**src/design/rate_divider_pkg.sv**
```systemverilog
// Constants and types shared by the serial rate divider
`default_nettype none

package rate_divider_pkg;

    // ==========================================
    // Register word offsets (byte addresses)
    localparam logic [7:0] OFS_BAUD_CONTROL    = 8'h00;
    localparam logic [7:0] OFS_RECEIVE_CONTROL = 8'h04;
    localparam logic [7:0] OFS_DIVISOR_LOW     = 8'h08;
    localparam logic [7:0] OFS_DIVISOR_HIGH    = 8'h0c;
    localparam logic [7:0] OFS_TRANSMIT_CTRL   = 8'h10;

    // ==========================================
    // Field positions
    localparam int BIT_RX_IDLE   = 6;        // baud_control, read only
    localparam int BIT_WIDE_SEL  = 3;        // baud_control
    localparam int BIT_SYNC_MODE = 4;        // transmit_control
    localparam int BIT_FAST_SEL  = 2;        // transmit_control
    localparam int BIT_SHIFT_MT  = 1;        // transmit_control, reads one

    // Writable bit masks; other bits read zero, except the rx idle flag and shifter empty, which reads one
    localparam logic [7:0] MASK_BAUD_WR = 8'h1b;
    localparam logic [7:0] MASK_RECV_WR = 8'hf8;
    localparam logic [7:0] MASK_XMIT_WR = 8'hfd;

    // Reset values
    localparam logic [7:0] RST_BYTE = 8'h00;

    // ==========================================
    // Divide multipliers, stored as multiplier minus one
    localparam logic [5:0] MULT64_M1 = 6'h3f;
    localparam logic [5:0] MULT16_M1 = 6'h0f;
    localparam logic [5:0] MULT4_M1  = 6'h03;

    // Rate configuration carried to the timer
    typedef struct packed {
        logic        syncMode;   // One selects synchronous operation
        logic        wideSel;    // One selects the 16-bit divisor
        logic        fastSel;    // High speed in asynchronous mode
        logic [15:0] divisor;    // Divisor n, high byte over low
    } rate_cfg_t;

endpackage : rate_divider_pkg

`default_nettype wire

```
**src/design/serial_baud_rate_generator.sv**
```systemverilog
// Baud rate divider timer with a classic Wishbone register slave
//
// The implementer's own choices: the address map and the Wishbone interface to the registers.
`timescale 1ns/1ns
`default_nettype none

module serial_baud_rate_generator (
    // Clock and reset
    input  wire logic        core_clk,
    input  wire logic        rst_n,
    // Wishbone classic slave
    input  wire logic        cyc,
    input  wire logic        stb,
    input  wire logic        we,
    input  wire logic [7:0]  adr,
    input  wire logic [3:0]  sel,
    input  wire logic [31:0] datWr,
    output logic      [31:0] datRd,
    output logic             ack,
    // Receiver status in
    input  wire logic        rxIdle,
    // Rate outputs
    output logic             rateTick,
    output var rate_divider_pkg::rate_cfg_t rateCfg
);

    // ==========================================
    // Reset release
    logic rstMeta_q;                         // First stage, feeds only the second
    logic rstN;                              // Released reset for the design

    // Release through two stages so all flops leave reset together
    always_ff @(posedge core_clk or negedge rst_n) begin
        if (!rst_n) begin
            rstMeta_q <= 1'b0;
            rstN      <= 1'b0;
        end else begin
            rstMeta_q <= 1'b1;
            rstN      <= rstMeta_q;
        end
    end

    // ==========================================
    // Functions
    // Multiplier minus one from the mode bits
    function automatic logic [5:0] multM1(input logic syncM, input logic wide,
                                          input logic fast);
        if (syncM) begin
            multM1 = rate_divider_pkg::MULT4_M1;
        end else if (wide && fast) begin
            multM1 = rate_divider_pkg::MULT4_M1;
        end else if (wide || fast) begin
            multM1 = rate_divider_pkg::MULT16_M1;
        end else begin
            multM1 = rate_divider_pkg::MULT64_M1;
        end
    endfunction : multM1

    // ==========================================
    // Bus slave
    logic [7:0]  baudCtl_q;                  // Writable baud_control bits
    logic [7:0]  recvCtl_q;                  // Writable receive_control bits
    logic [7:0]  xmitCtl_q;                  // Writable transmit_control bits
    logic [7:0]  divLow_q;                   // divisor_low_byte
    logic [7:0]  divHigh_q;                  // divisor_high_byte
    logic        ack_q;                      // Answer strobe
    logic [31:0] datRd_q;                    // Read data
    logic        request;                    // Access pending, not yet answered
    logic        wrCommit;                   // Write takes effect this edge
    logic        divWrite;                   // Either divisor byte written
    logic [7:0]  readByte;                   // Decoded read value

    assign request  = cyc && stb && !ack_q;
    // Writes land on the edge where the master sees ack
    assign wrCommit = cyc && stb && we && ack_q && sel[0];
    assign divWrite = wrCommit && (adr == rate_divider_pkg::OFS_DIVISOR_LOW ||
                                   adr == rate_divider_pkg::OFS_DIVISOR_HIGH);
    assign ack      = ack_q;
    assign datRd    = datRd_q;

    // Read decode; unmapped offsets read zero
    always_comb begin
        readByte = rate_divider_pkg::RST_BYTE;
        case (adr)
            rate_divider_pkg::OFS_BAUD_CONTROL: begin
                readByte = baudCtl_q;
                readByte[rate_divider_pkg::BIT_RX_IDLE] = rxIdle;
            end
            rate_divider_pkg::OFS_RECEIVE_CONTROL: readByte = recvCtl_q;
            rate_divider_pkg::OFS_DIVISOR_LOW:     readByte = divLow_q;
            rate_divider_pkg::OFS_DIVISOR_HIGH:    readByte = divHigh_q;
            rate_divider_pkg::OFS_TRANSMIT_CTRL: begin
                readByte = xmitCtl_q;
                // No shifter here, so it always reads empty
                readByte[rate_divider_pkg::BIT_SHIFT_MT] = 1'b1;
            end
            default: readByte = rate_divider_pkg::RST_BYTE;
        endcase
    end

    // Answer one cycle after the request, drop the cycle after
    always_ff @(posedge core_clk or negedge rstN) begin
        if (!rstN) begin
            ack_q   <= 1'b0;
            datRd_q <= 32'h0000_0000;
        end else begin
            ack_q <= request;
            if (request) begin
                datRd_q <= {24'h00_0000, readByte};
            end
        end
    end

    // Control register writes; unmapped writes are dropped
    always_ff @(posedge core_clk or negedge rstN) begin
        if (!rstN) begin
            baudCtl_q <= rate_divider_pkg::RST_BYTE;
            recvCtl_q <= rate_divider_pkg::RST_BYTE;
            xmitCtl_q <= rate_divider_pkg::RST_BYTE;
            divLow_q  <= rate_divider_pkg::RST_BYTE;
            divHigh_q <= rate_divider_pkg::RST_BYTE;
        end else if (wrCommit) begin
            case (adr)
                rate_divider_pkg::OFS_BAUD_CONTROL:
                    baudCtl_q <= datWr[7:0] & rate_divider_pkg::MASK_BAUD_WR;
                rate_divider_pkg::OFS_RECEIVE_CONTROL:
                    recvCtl_q <= datWr[7:0] & rate_divider_pkg::MASK_RECV_WR;
                rate_divider_pkg::OFS_DIVISOR_LOW:
                    divLow_q  <= datWr[7:0];
                rate_divider_pkg::OFS_DIVISOR_HIGH:
                    divHigh_q <= datWr[7:0];
                rate_divider_pkg::OFS_TRANSMIT_CTRL:
                    xmitCtl_q <= datWr[7:0] & rate_divider_pkg::MASK_XMIT_WR;
                default: ;
            endcase
        end
    end

    // ==========================================
    // Configuration
    rate_divider_pkg::rate_cfg_t cfg;        // Live mode and divisor
    logic [5:0] preEnd;                      // Last prescaler count

    always_comb begin
        cfg.syncMode = xmitCtl_q[rate_divider_pkg::BIT_SYNC_MODE];
        cfg.wideSel  = baudCtl_q[rate_divider_pkg::BIT_WIDE_SEL];
        cfg.fastSel  = xmitCtl_q[rate_divider_pkg::BIT_FAST_SEL];
        // Narrow mode uses only the low byte
        cfg.divisor  = cfg.wideSel ? {divHigh_q, divLow_q}
                                   : {8'h00, divLow_q};
    end

    assign preEnd  = multM1(cfg.syncMode, cfg.wideSel, cfg.fastSel);
    assign rateCfg = cfg;

    // ==========================================
    // Divider timer
    logic [5:0]  pre_q;                      // Multiplier prescaler
    logic [15:0] cnt_q;                      // Divisor step counter
    logic        rateTick_q;                 // One-cycle rate pulse
    logic        preWrap;                    // Prescaler at its end
    logic        cntWrap;                    // Period complete

    // Greater-or-equal recovers if a mode change leaves the count beyond its end
    assign preWrap  = pre_q >= preEnd;
    assign cntWrap  = preWrap && (cnt_q >= cfg.divisor);
    assign rateTick = rateTick_q;

    // Free running count of mult*(n+1) cycles
    always_ff @(posedge core_clk or negedge rstN) begin
        if (!rstN) begin
            pre_q      <= 6'h00;
            cnt_q      <= 16'h0000;
            rateTick_q <= 1'b0;
        end else if (divWrite) begin
            // New divisor restarts at once, no wait for the old period
            pre_q      <= 6'h00;
            cnt_q      <= 16'h0000;
            rateTick_q <= 1'b0;
        end else begin
            rateTick_q <= cntWrap;
            if (preWrap) begin
                pre_q <= 6'h00;
                cnt_q <= cntWrap ? 16'h0000 : cnt_q + 16'h0001;
            end else begin
                pre_q <= pre_q + 6'h01;
            end
        end
    end

    // ==========================================
    // Assertions
    logic [22:0] gap_q;                      // Cycles since period start
    logic        steady_q;                   // No write since last tick
    logic [22:0] periodLen;                  // Expected period length

    // Widest case is 16 * 65536, which still fits in 23 bits
    assign periodLen = 23'({17'h0_0000, preEnd} + 23'h00_0001)
                     * 23'({7'h00, cfg.divisor} + 23'h00_0001);

    // Track the period length between ticks under a steady setup
    always_ff @(posedge core_clk or negedge rstN) begin
        if (!rstN) begin
            gap_q    <= 23'h00_0000;
            steady_q <= 1'b0;
        end else if (wrCommit) begin
            gap_q    <= 23'h00_0000;
            steady_q <= 1'b0;
        end else if (rateTick_q) begin
            gap_q    <= 23'h00_0001;
            steady_q <= 1'b1;
        end else begin
            gap_q    <= gap_q + 23'h00_0001;
        end
    end
endmodule : serial_baud_rate_generator

`default_nettype wire

```
**config.mk**
```make
export PLATFORM = sky130hd
export DESIGN_NAME = serial_baud_rate_generator
export DESIGN_NICKNAME = d
export VERILOG_FILES = /design/src/design/rate_divider_pkg.sv /design/src/design/serial_baud_rate_generator.sv
export SDC_FILE = /design/constraint.sdc
export NUM_CORES = 1
export LEC_CHECK = 0
export ABC_AREA = 1
export BUFFER_PORTS_ARGS = -buffer_cell sky130_fd_sc_hd__clkbuf_2
export CAP_MARGIN = 25
export CORE_MARGIN = 2
export CORE_UTILIZATION = 50
export CTS_CLUSTER_DIAMETER = 50
export DETAILED_ROUTE_END_ITERATION = 16
export PLACE_DENSITY = 0.75
export SETUP_SLACK_MARGIN = 0.3
export SYNTH_ARGS = -nofsm -noshare
export SYNTH_HDL_FRONTEND = slang
export SYNTH_SLANG_ARGS = --single-unit
```
**constraint.sdc**
```tcl
create_clock -name core_clk -period 2.8 [get_ports core_clk]
set_clock_uncertainty 0.2 [all_clocks]
set_input_delay 0.28 -clock core_clk [delete_from_list [all_inputs] [get_ports core_clk]]
set_output_delay 0.28 -clock core_clk [all_outputs]
set_load 0.01 [all_outputs]
```
---- Word-level counts from Yosys, hierarchy flattened ----
Cells that the tools add are included.
cells by class
  add/subtract/negate cells ............... 2
  order comparisons ....................... 2
  equal/unequal tests ..................... 4
  mux-type cells .......................... 11
  reduce and logical (&&, ||, !) cells .... 18
operators by type and width
  operator                                             number
  2-to-1 mux 16 bit                                    4
  one-hot mux 8 bit (5 select lines)                   1
  2-to-1 mux 6 bit                                     5
  adder 16 x 1 -> 16 bit, second input constant        1
  equality test 8 x 4 -> 1 bit, second input constant  2
  greater-or-equal comparator 16 bit                   1
  AND reduction 2 bit                                  5
  equality test 8 x 3 -> 1 bit, second input constant  1
  equality test 8 x 5 -> 1 bit, second input constant  1
  logical AND 1 bit                                    8
  zero test 8 bit                                      1
  adder 6 x 1 -> 6 bit, second input constant          1
  greater-or-equal comparator 6 bit                    1
  logical OR 1 bit                                     2
  nonzero test 2 bit                                   1
  zero test 1 bit                                      1
  2-to-1 mux 1 bit                                     1
word-level totals
  register bits after elaboration ......... 66
  input port bits ......................... 50
  output and inout port bits .............. 53

---- Logic depth before layout (Yosys ltp) ----
Gate-level depths: netlist of the first run.
  depth in word-level cells ............... 9
  mapped depth ............................ 15
  depth with buffers taken out ............ 14

---- Worst setup path before layout of the first run ----
Ideal clock, no wire load.
  kind .................................... reg2reg
  start point ............................. reg baudCtl_q[3]
  end point ............................... reg pre_q[2]
  library setup time ...................... 0.077 ns
  arrival time ............................ 2.030 ns
  required time ........................... 2.523 ns
  setup slack ............................. 0.493 ns
  cell stages (with the launch flop) ...... 15
  path through ............................ dfrtp_1 > clkbuf_1 > inv_1 > o21ai_0 > ha_1 > nand2_1 > inv_1 > nor2_1 > o21ai_1 > nor2_4 > nand2_1 > buf_6 > inv_4 > o21ai_0 > a21oi_1
on the way
  cells in the longest elaborated chain, start to end .. 7
  elaborated cells between the ends (all ways) .. 8
  those cells by class .................... order compare (1); mux (5); reduce/logical (2)
RTL lines
  what                                 line                               text
  from (decl)                          serial_baud_rate_generator.sv:61   logic [7:0] baudCtl_q;
  from (signal assigned)               serial_baud_rate_generator.sv:117  baudCtl_q <= rate_divider_pkg::RST_BYTE;
  from (signal assigned)               serial_baud_rate_generator.sv:125  baudCtl_q <= datWr[7:0] & rate_divider_pkg::MASK_BAUD_WR;
  logical OR 1 bit                     serial_baud_rate_generator.sv:52   end else if (wide || fast) begin
  2-to-1 mux 6 bit                     serial_baud_rate_generator.sv:52
  2-to-1 mux 6 bit *                   serial_baud_rate_generator.sv:50   end else if (wide && fast) begin
  2-to-1 mux 6 bit *                   serial_baud_rate_generator.sv:48   if (syncM) begin
  greater-or-equal comparator 6 bit *  serial_baud_rate_generator.sv:165  assign preWrap = pre_q >= preEnd;
  2-to-1 mux 6 bit *                   serial_baud_rate_generator.sv:182  if (preWrap) begin
  2-to-1 mux 6 bit *                   serial_baud_rate_generator.sv:175  end else if (divWrite) begin
  to (signal assigned)                 serial_baud_rate_generator.sv:186  pre_q <= pre_q + 6'h01;
  to (decl)                            serial_baud_rate_generator.sv:158  logic [5:0] pre_q;
Every way passes the cells marked *; elsewhere a longest branch is shown, timed or not.
A chain may end at the register's enable or synchronous reset.

---- Worst setup path after layout of the first run ----
  start point ............................. reg xmitCtl_q[4]
  end point ............................... reg cnt_q[3]
on the way
  cells in the longest elaborated chain, start to end .. 6
  elaborated cells between the ends (all ways) .. 7
  those cells by class .................... order compare (1); mux (4); reduce/logical (2)
RTL lines
  what                                 line                               text
  from (decl)                          serial_baud_rate_generator.sv:63   logic [7:0] xmitCtl_q;
  from (signal assigned)               serial_baud_rate_generator.sv:119  xmitCtl_q <= rate_divider_pkg::RST_BYTE;
  from (signal assigned)               serial_baud_rate_generator.sv:133  xmitCtl_q <= datWr[7:0] & rate_divider_pkg::MASK_XMIT_WR;
  2-to-1 mux 6 bit *                   serial_baud_rate_generator.sv:48
  greater-or-equal comparator 6 bit *  serial_baud_rate_generator.sv:165
  logical AND 1 bit                    serial_baud_rate_generator.sv:166  assign cntWrap = preWrap && (cnt_q >= cfg.divisor);
  2-to-1 mux 16 bit                    serial_baud_rate_generator.sv:184  cnt_q <= cntWrap ? 16'h0000 : cnt_q + 16'h0001;
  2-to-1 mux 16 bit                    serial_baud_rate_generator.sv:182
  2-to-1 mux 16 bit                    serial_baud_rate_generator.sv:175
  to (signal assigned)                 serial_baud_rate_generator.sv:184
  to (decl)                            serial_baud_rate_generator.sv:159  logic [15:0] cnt_q;
Every way passes the cells marked *; elsewhere a longest branch is shown, timed or not. The select of a mux whose other input is x is not followed.

==> results of run 1 <==
worst paths after layout:
kind,startpoint,cells past startpoint,end
worst max-delay path,xmitCtl_q[4],12,cnt_q[3]
worst min-delay path,datWr[6],3,divHigh_q[6]
worst max register to register,xmitCtl_q[4],12,cnt_q[3]
worst min register to register,rstN,1,divLow_q[3]
max in group asynchronous,rstN,1,cnt_q[14]
min in group asynchronous,rst_n,2,rstMeta_q
sequential cells by signal, summed over array words and instances (netlist names):
name and count:
ack 1, baudCtl_q 4, cnt_q 16, datRd 8, divHigh_q 8, divLow_q 8
pre_q 6, rateTick 1, recvCtl_q 5, rstMeta_q 1, rstN 1, xmitCtl_q 7
synth_stat cells, drive strengths merged:
cell and count:
ha 22, nand3 30, nand2 162, a21o 1, dfrtp 66, a21oi 11
buf 32, a31oi 1, conb 2, inv 71, o21ai 41, o21a 1
nand4 9, nor2 43, nor3 10, o22ai 3, nand3b 4, xor2 9
clkbuf 2
metrics by stage:
stage / utilization / instance area (sq um) / worst slack, ns / hold WS [ns]
global route: 0.5824 / 4501 / 0.3275 / 0.05014
floorplan: - / 4074 / 0.4928 / -0.2156
finish: 0.5824 / 4501 / 0.5185 / 0.02909
detailed placement: 0.5494 / 4245 / 0.2690 / -0.1313
CTS: 0.5811 / 4491 / 0.3566 / 0.02650
global placement: 0.5494 / 4245 / 0.3414 / -0.1339
layer usage:
| layer | vias up | wire length [microns] | share of wire |
|---|---|---|---|
| met5 | - | 0 | 0 |
| met4 | 0 | 204 | 0.022 |
| met3 | 17 | 628 | 0.068 |
| met2 | 132 | 4083 | 0.44 |
| met1 | 1584 | 4290 | 0.47 |
| li1 | 1712 | - | - |
power by group:
part,internal [W],total [W],switching [W]
Combinational,0.0000876,0.000236,0.000149
Sequential,0.00100,0.00105,0.0000456
Clock,0.000486,0.000867,0.000381
layout make-up:
cell class                      count  area share
Inverter                           71     0.05977
Tap cell                          102     0.02836
Multi-Input combinational cell    372      0.4242
Sequential cell                    66      0.3673
Clock inverter                      3     0.01029
Clock buffer                       13     0.03753
Timing Repair Buffer               59     0.07256
kinds of logic (layout without fill, tap and decap cells):
| logic type | after synthesis | count (layout) | share of synthesized area |
|---|---|---|---|
| AOI/OAI and AO/OA | 58 | 58 | 0.08284 |
| buffers and inverters | 105 | 146 | 0.1302 |
| adders and majority gates | 22 | 22 | 0.06903 |
| and+or+nand+nor | 258 | 258 | 0.2821 |
| DFF | 66 | 66 | 0.4142 |
| xor gates and xnor gates | 9 | 9 | 0.01977 |
| other | 2 | 25 | 0.001883 |
worst register-to-register path: cells and delay by family, from the launching register on:
kind	cells	cell delay, ns
AOI/OAI and AO/OA	2	0.25
buffers and inverters	2	0.32
DFF	1	0.42
and+or+nand+nor	7	0.65
adders and majority gates	1	0.31
what timing repair did:
action | 4_1_cts | 5_1_grt
endpoints found under the setup margin | 7 | 8
endpoints found under the hold margin | 16 | 0
hold buffers | 3 | 0
resized for setup | 1 | 3
==> impl_metrics.tcl, run 1 <==
set metrics [dict create \
    seq_area_frac_synth 0.4142 \
    required_ns 2.83 \
    clkTransAtPathRegs_ns 0.08 \
    path_buf_inv 2 \
    wirelength_microns 9207 \
    rows 32 \
    layout_commonest_cell "nand2_1" \
    die_area_sq_um 8706 \
    drive_above_1_share 0.1747 \
    yosysWarnings 0 \
    track_usage 0.2325 \
    endpoint_kind "register" \
    clock_sinks 66 \
    grt_busiest_layer "met2" \
    setup_tns_ns 0 \
    fin_cells 686 \
    final_cell_mix "157 x nand2_1, 65 x dfrtp_1, 64 x inv_1" \
    worstPathMaxFanout 14 \
    seq_area_sq_um 1653 \
    powerDensity_nw_per_um2 478.0 \
    core_area_sq_um 7727 \
    critical_path.top_delay_family "simple AND/OR/NAND/NOR gates" \
    grt_util_met3 0.03304 \
    syn_inst 520 \
    drv_cap 0 \
    globalplace.congestion 0.9038 \
    die_w_microns 93.31 \
    cpMostUsedCell "nand2_1" \
    power.total_w 0.002151 \
    cts_setup_buffers 0 \
    use_met2 0.3633 \
    via_per_inst 5.022 \
    max_freq_mhz 438.3 \
    yosysTopAreaCell "dfrtp_1" \
    avgSynthCellArea_sq_um 7.668 \
    drc_errors 0 \
    p_leak_nw 2.451 \
    vias 3445 \
    setup_viol 0 \
    antenna_found_initial 0 \
    synth_top_area_share 0.4142 \
    grt_max_degree 27 \
    insertion_delay_ns 0.35 \
    port_buffers 51 \
    min_path_type "in2reg" \
    fin_nets 651 \
    syn_area_sq_um 3988 \
    drv_slew 0 \
    drt_iter0_markers 254 \
    cts_root_buf "clkbuf_8" \
    firstDrtPassIters 5 \
    grt_pass1_vias 3287 \
    diodes 0 \
    cts_tree "yes" \
    crit_type "reg2reg" \
    cts_buffer_depth 2 \
    ios 103 \
    grt_use_met1 0.3205 \
    period_share 0.8148 \
    rrSetupSlack_ns 0.52 \
    arrival_ns 2.31 \
    grt_first_pass_wirelength_microns 15610 \
    multi_input_area_sq_um 1909 \
    htreeDepth 3 \
    rsz0062_at_grt "false" \
    status "completed" \
    vdd_drop_max_mv 0.2617 \
    wl_per_cell_microns 13.42 \
    cp_cell_sequence "inv_1 > nand3_1 > ha_1 > a21oi_1 > o21ai_1 > nor2_4 > nand2_2 > buf_6 > nand2_1 > nand2_1 > nand2_1 > nor2_1" \
    place_inst 667 \
    synthDistinctLibCells 32 \
    cts_buffers 9 \
    ys_top_cells_by_area "dfrtp_1 41%, nand2_1 15%, ha_1 6.9%" \
    hpwl_microns 7046 \
    worstMarginPinSlew_ns 0.7309 \
    start_kind "register" \
    max-slew-margin-rel 0.5109 \
    min_period_ns 2.282 \
    crit_path_max_incr_delay_ns 0.42 \
    ys_ff_latch 66 \
    hold_viol 0 \
    die_height_microns 93.31 \
    area_delta_synth_final_pct 12.86 \
    drtAntennaViolNets 0 \
    gr-total-overflow 0 \
    fillers 723 \
    critPathSlowestCell "dfrtp_1" \
    initial_core_util 0.5160 \
]
Note: power is estimated with default switching activity, not from simulation.
==> inputs of run 2 (changes only) <==
==> constraint.sdc (replaced) <==
create_clock -name core_clk -period 2.34 [get_ports core_clk]
set_clock_uncertainty 0.2 [all_clocks]
set_input_delay 0.234 -clock core_clk [delete_from_list [all_inputs] [get_ports core_clk]]
set_output_delay 0.234 -clock core_clk [all_outputs]
set_load 0.01 [all_outputs]
==> impl_metrics.tcl, run 2 (synthesis gave the netlist of run 1 again) <==
set metrics [dict create \
    max-slew-margin-rel 0.6167 \
    p_int_w 0.002001 \
    cts_buffer_depth 2 \
    cts_tree "yes" \
    insertion_delay_ns 0.35 \
    globalplace.congestion 0.8939 \
    clock_sinks 66 \
    die_w_microns 93.31 \
    drive_above_1_share 0.2890 \
    setup_viol 0 \
    rsz0062_at_grt "true" \
    fillers 640 \
    die_height_microns 93.31 \
    clkPwrFrac 0.389 \
    clkTransAtPathRegs_ns 0.08 \
    ios 103 \
    layout_commonest_cell "nand2_1" \
    hold_viol 0 \
    grt_first_pass_wirelength_microns 15780 \
    powerDensity_nw_per_um2 553.2 \
    area_delta_synth_final_pct 25.04 \
    gr-total-overflow 0 \
    initial_core_util 0.5160 \
    via_per_inst 5.156 \
    fin_area_sq_um 4986 \
    cp.depth 13 \
    grt_max_degree 30 \
    required_ns 2.37 \
    p_leak_nw 2.659 \
    die_area_sq_um 8706 \
    crit_path_max_incr_delay_ns 0.37 \
    worstPathMaxFanout 5 \
    period_share 0.9412 \
    rows 32 \
    drtAntennaViolNets 0 \
    max_freq_mhz 454.0 \
    diodes 0 \
    combPwrFrac 0.148 \
    drv_slew 0 \
    worstMarginPinSlew_ns 0.5750 \
    status "completed" \
    min_path_type "in2reg" \
    power_switching_w 0.0007578 \
    seq_power_share 0.463 \
    path_buf_inv 2 \
    endpoint_kind "register" \
    r2r_start "baudCtl_q[3]" \
    switching_share 0.2747 \
    htreeDepth 3 \
    vdd_drop_max_mv 0.3178 \
    largest_reg_flops 16 \
    drt_iter0_markers 320 \
    critPathSlowestCell "dfrtp_1" \
    endpoint "cnt_q[4]" \
    final_cell_mix "135 x nand2_1, 65 x dfrtp_1, 58 x inv_1" \
    antenna_found_initial 0 \
    cts_root_buf "clkbuf_8" \
    start_kind "register" \
    largest-register "cnt_q" \
    wirelength_microns 10110 \
    crit_start "baudCtl_q[3]" \
    r2r_cells 13 \
    setup_tns_ns 0 \
    drc_errors 0 \
    hpwl_microns 7196 \
    firstDrtPassIters 5 \
    rrSetupSlack_ns 0.14 \
    reg2reg_to "cnt_q[4]" \
    min_period_ns 2.202 \
    track_usage 0.2363 \
    vias 3630 \
    dpl_cell_area_sq_um 4293 \
    port_buffers 51 \
    critical_path.top_delay_family "simple AND/OR/NAND/NOR gates" \
    grt_pass1_vias 3298 \
    crit_type "reg2reg" \
    cp_cell_sequence "inv_2 > o21ai_4 > ha_4 > nand2_2 > inv_2 > nor2_2 > o21ai_2 > nor2_4 > nand2_4 > nand2_2 > nand2_2 > nand2_2 > nor2_4" \
    wl_per_cell_microns 14.37 \
    core_area_sq_um 7727 \
    drv_cap 0 \
    cpMostUsedCell "nand2_2" \
    arrival_ns 2.24 \
    fin_nets 670 \
    cts_buffers 9 \
]
run 2: changes by cell type in the layout (fill, tap and decap cells not counted), sizes merged:
cell | before | now
buf | 5 | 17
dlygate4sd3 | 3 | 7
clkbuf | 64 | 61
clkinv | 1 | 3
nand2 | 162 | 164
bufinv | 1 | 2
clkinvlp | 1 | 0
inv | 71 | 72
run 2: tightest hold or removal path: stages:
cell and delay, ns:
clkbuf_2 0.07, inv_1 0.09, o21ai_2 0.14
run 2: cell type report:
cell class,instances,area [sq um],share of cell area
multi-input cells,374,2221,0.4454
flip-flops and latches,66,1653,0.3315
repair buffers,75,488.0,0.09787
inverters,71,274.0,0.05496
clock buffers,10,137.6,0.02760
well taps,102,127.6,0.02560
clock inverters,5,78.83,0.01581
repair inverters,1,6.256,0.001255
run 2: what timing repair did:
action	CTS	global route
hold buffers	7	0
gates cloned	2	2
endpoints found under the setup margin	22	23
pin swaps	10	24
endpoints found under the hold margin	8	0
buffers inserted	4	4
gates resized for setup	27	51
run 2: metrics by stage:
step / utilization / hold WS (ns) / total power, W / worst slack (ns) / instances
finish: 0.6452 / 0.02385 / 0.002758 / 0.1376 / 704
global route: 0.6452 / 0.03316 / 0.002881 / 0.06231 / 704
CTS: 0.6135 / 0.01902 / 0.002642 / 0.2567 / 698
detailed placement: 0.5555 / -0.1802 / 0.001565 / 0.05060 / 670
global placement: 0.5555 / -0.1809 / 0.001551 / 0.08926 / 670
floorplan: - / -0.2616 / 0.001501 / 0.2706 / 543
run 2: power by group through the flow:
| stage | Combinational (W) | Sequential (W) | Clock (W) |
|---|---|---|---|
| global placement | 0.000270 | 0.00128 | 0 |
| floorplan | 0.000220 | 0.00128 | 0 |
| detailed placement | 0.000282 | 0.00128 | 0 |
| global route | 0.000454 | 0.00129 | 0.00114 |
| CTS | 0.000304 | 0.00127 | 0.00107 |
| finish | 0.000408 | 0.00128 | 0.00107 |
run 2: per-layer routing:
layer	routed length, microns	track usage
met2	4911	0.3861
met5	0	0
met3	675	0.04190
met4	146	0.08088
met1	4381	0.3174
run 2: how the worst min path moves through the flow:
stage / start / end / slack (ns) / cells after the start
final: datWr[2] / divHigh_q[2] / 0.02 / 3
after global placement: rst_n / rstMeta_q / -0.18 / 1
after floorplan: rst_n / rstMeta_q / -0.26 / 0
after CTS: datWr[2] / divHigh_q[2] / 0.02 / 3
after detailed placement: rst_n / rstMeta_q / -0.18 / 1
after global routing: datWr[0] / divHigh_q[0] / 0.03 / 3
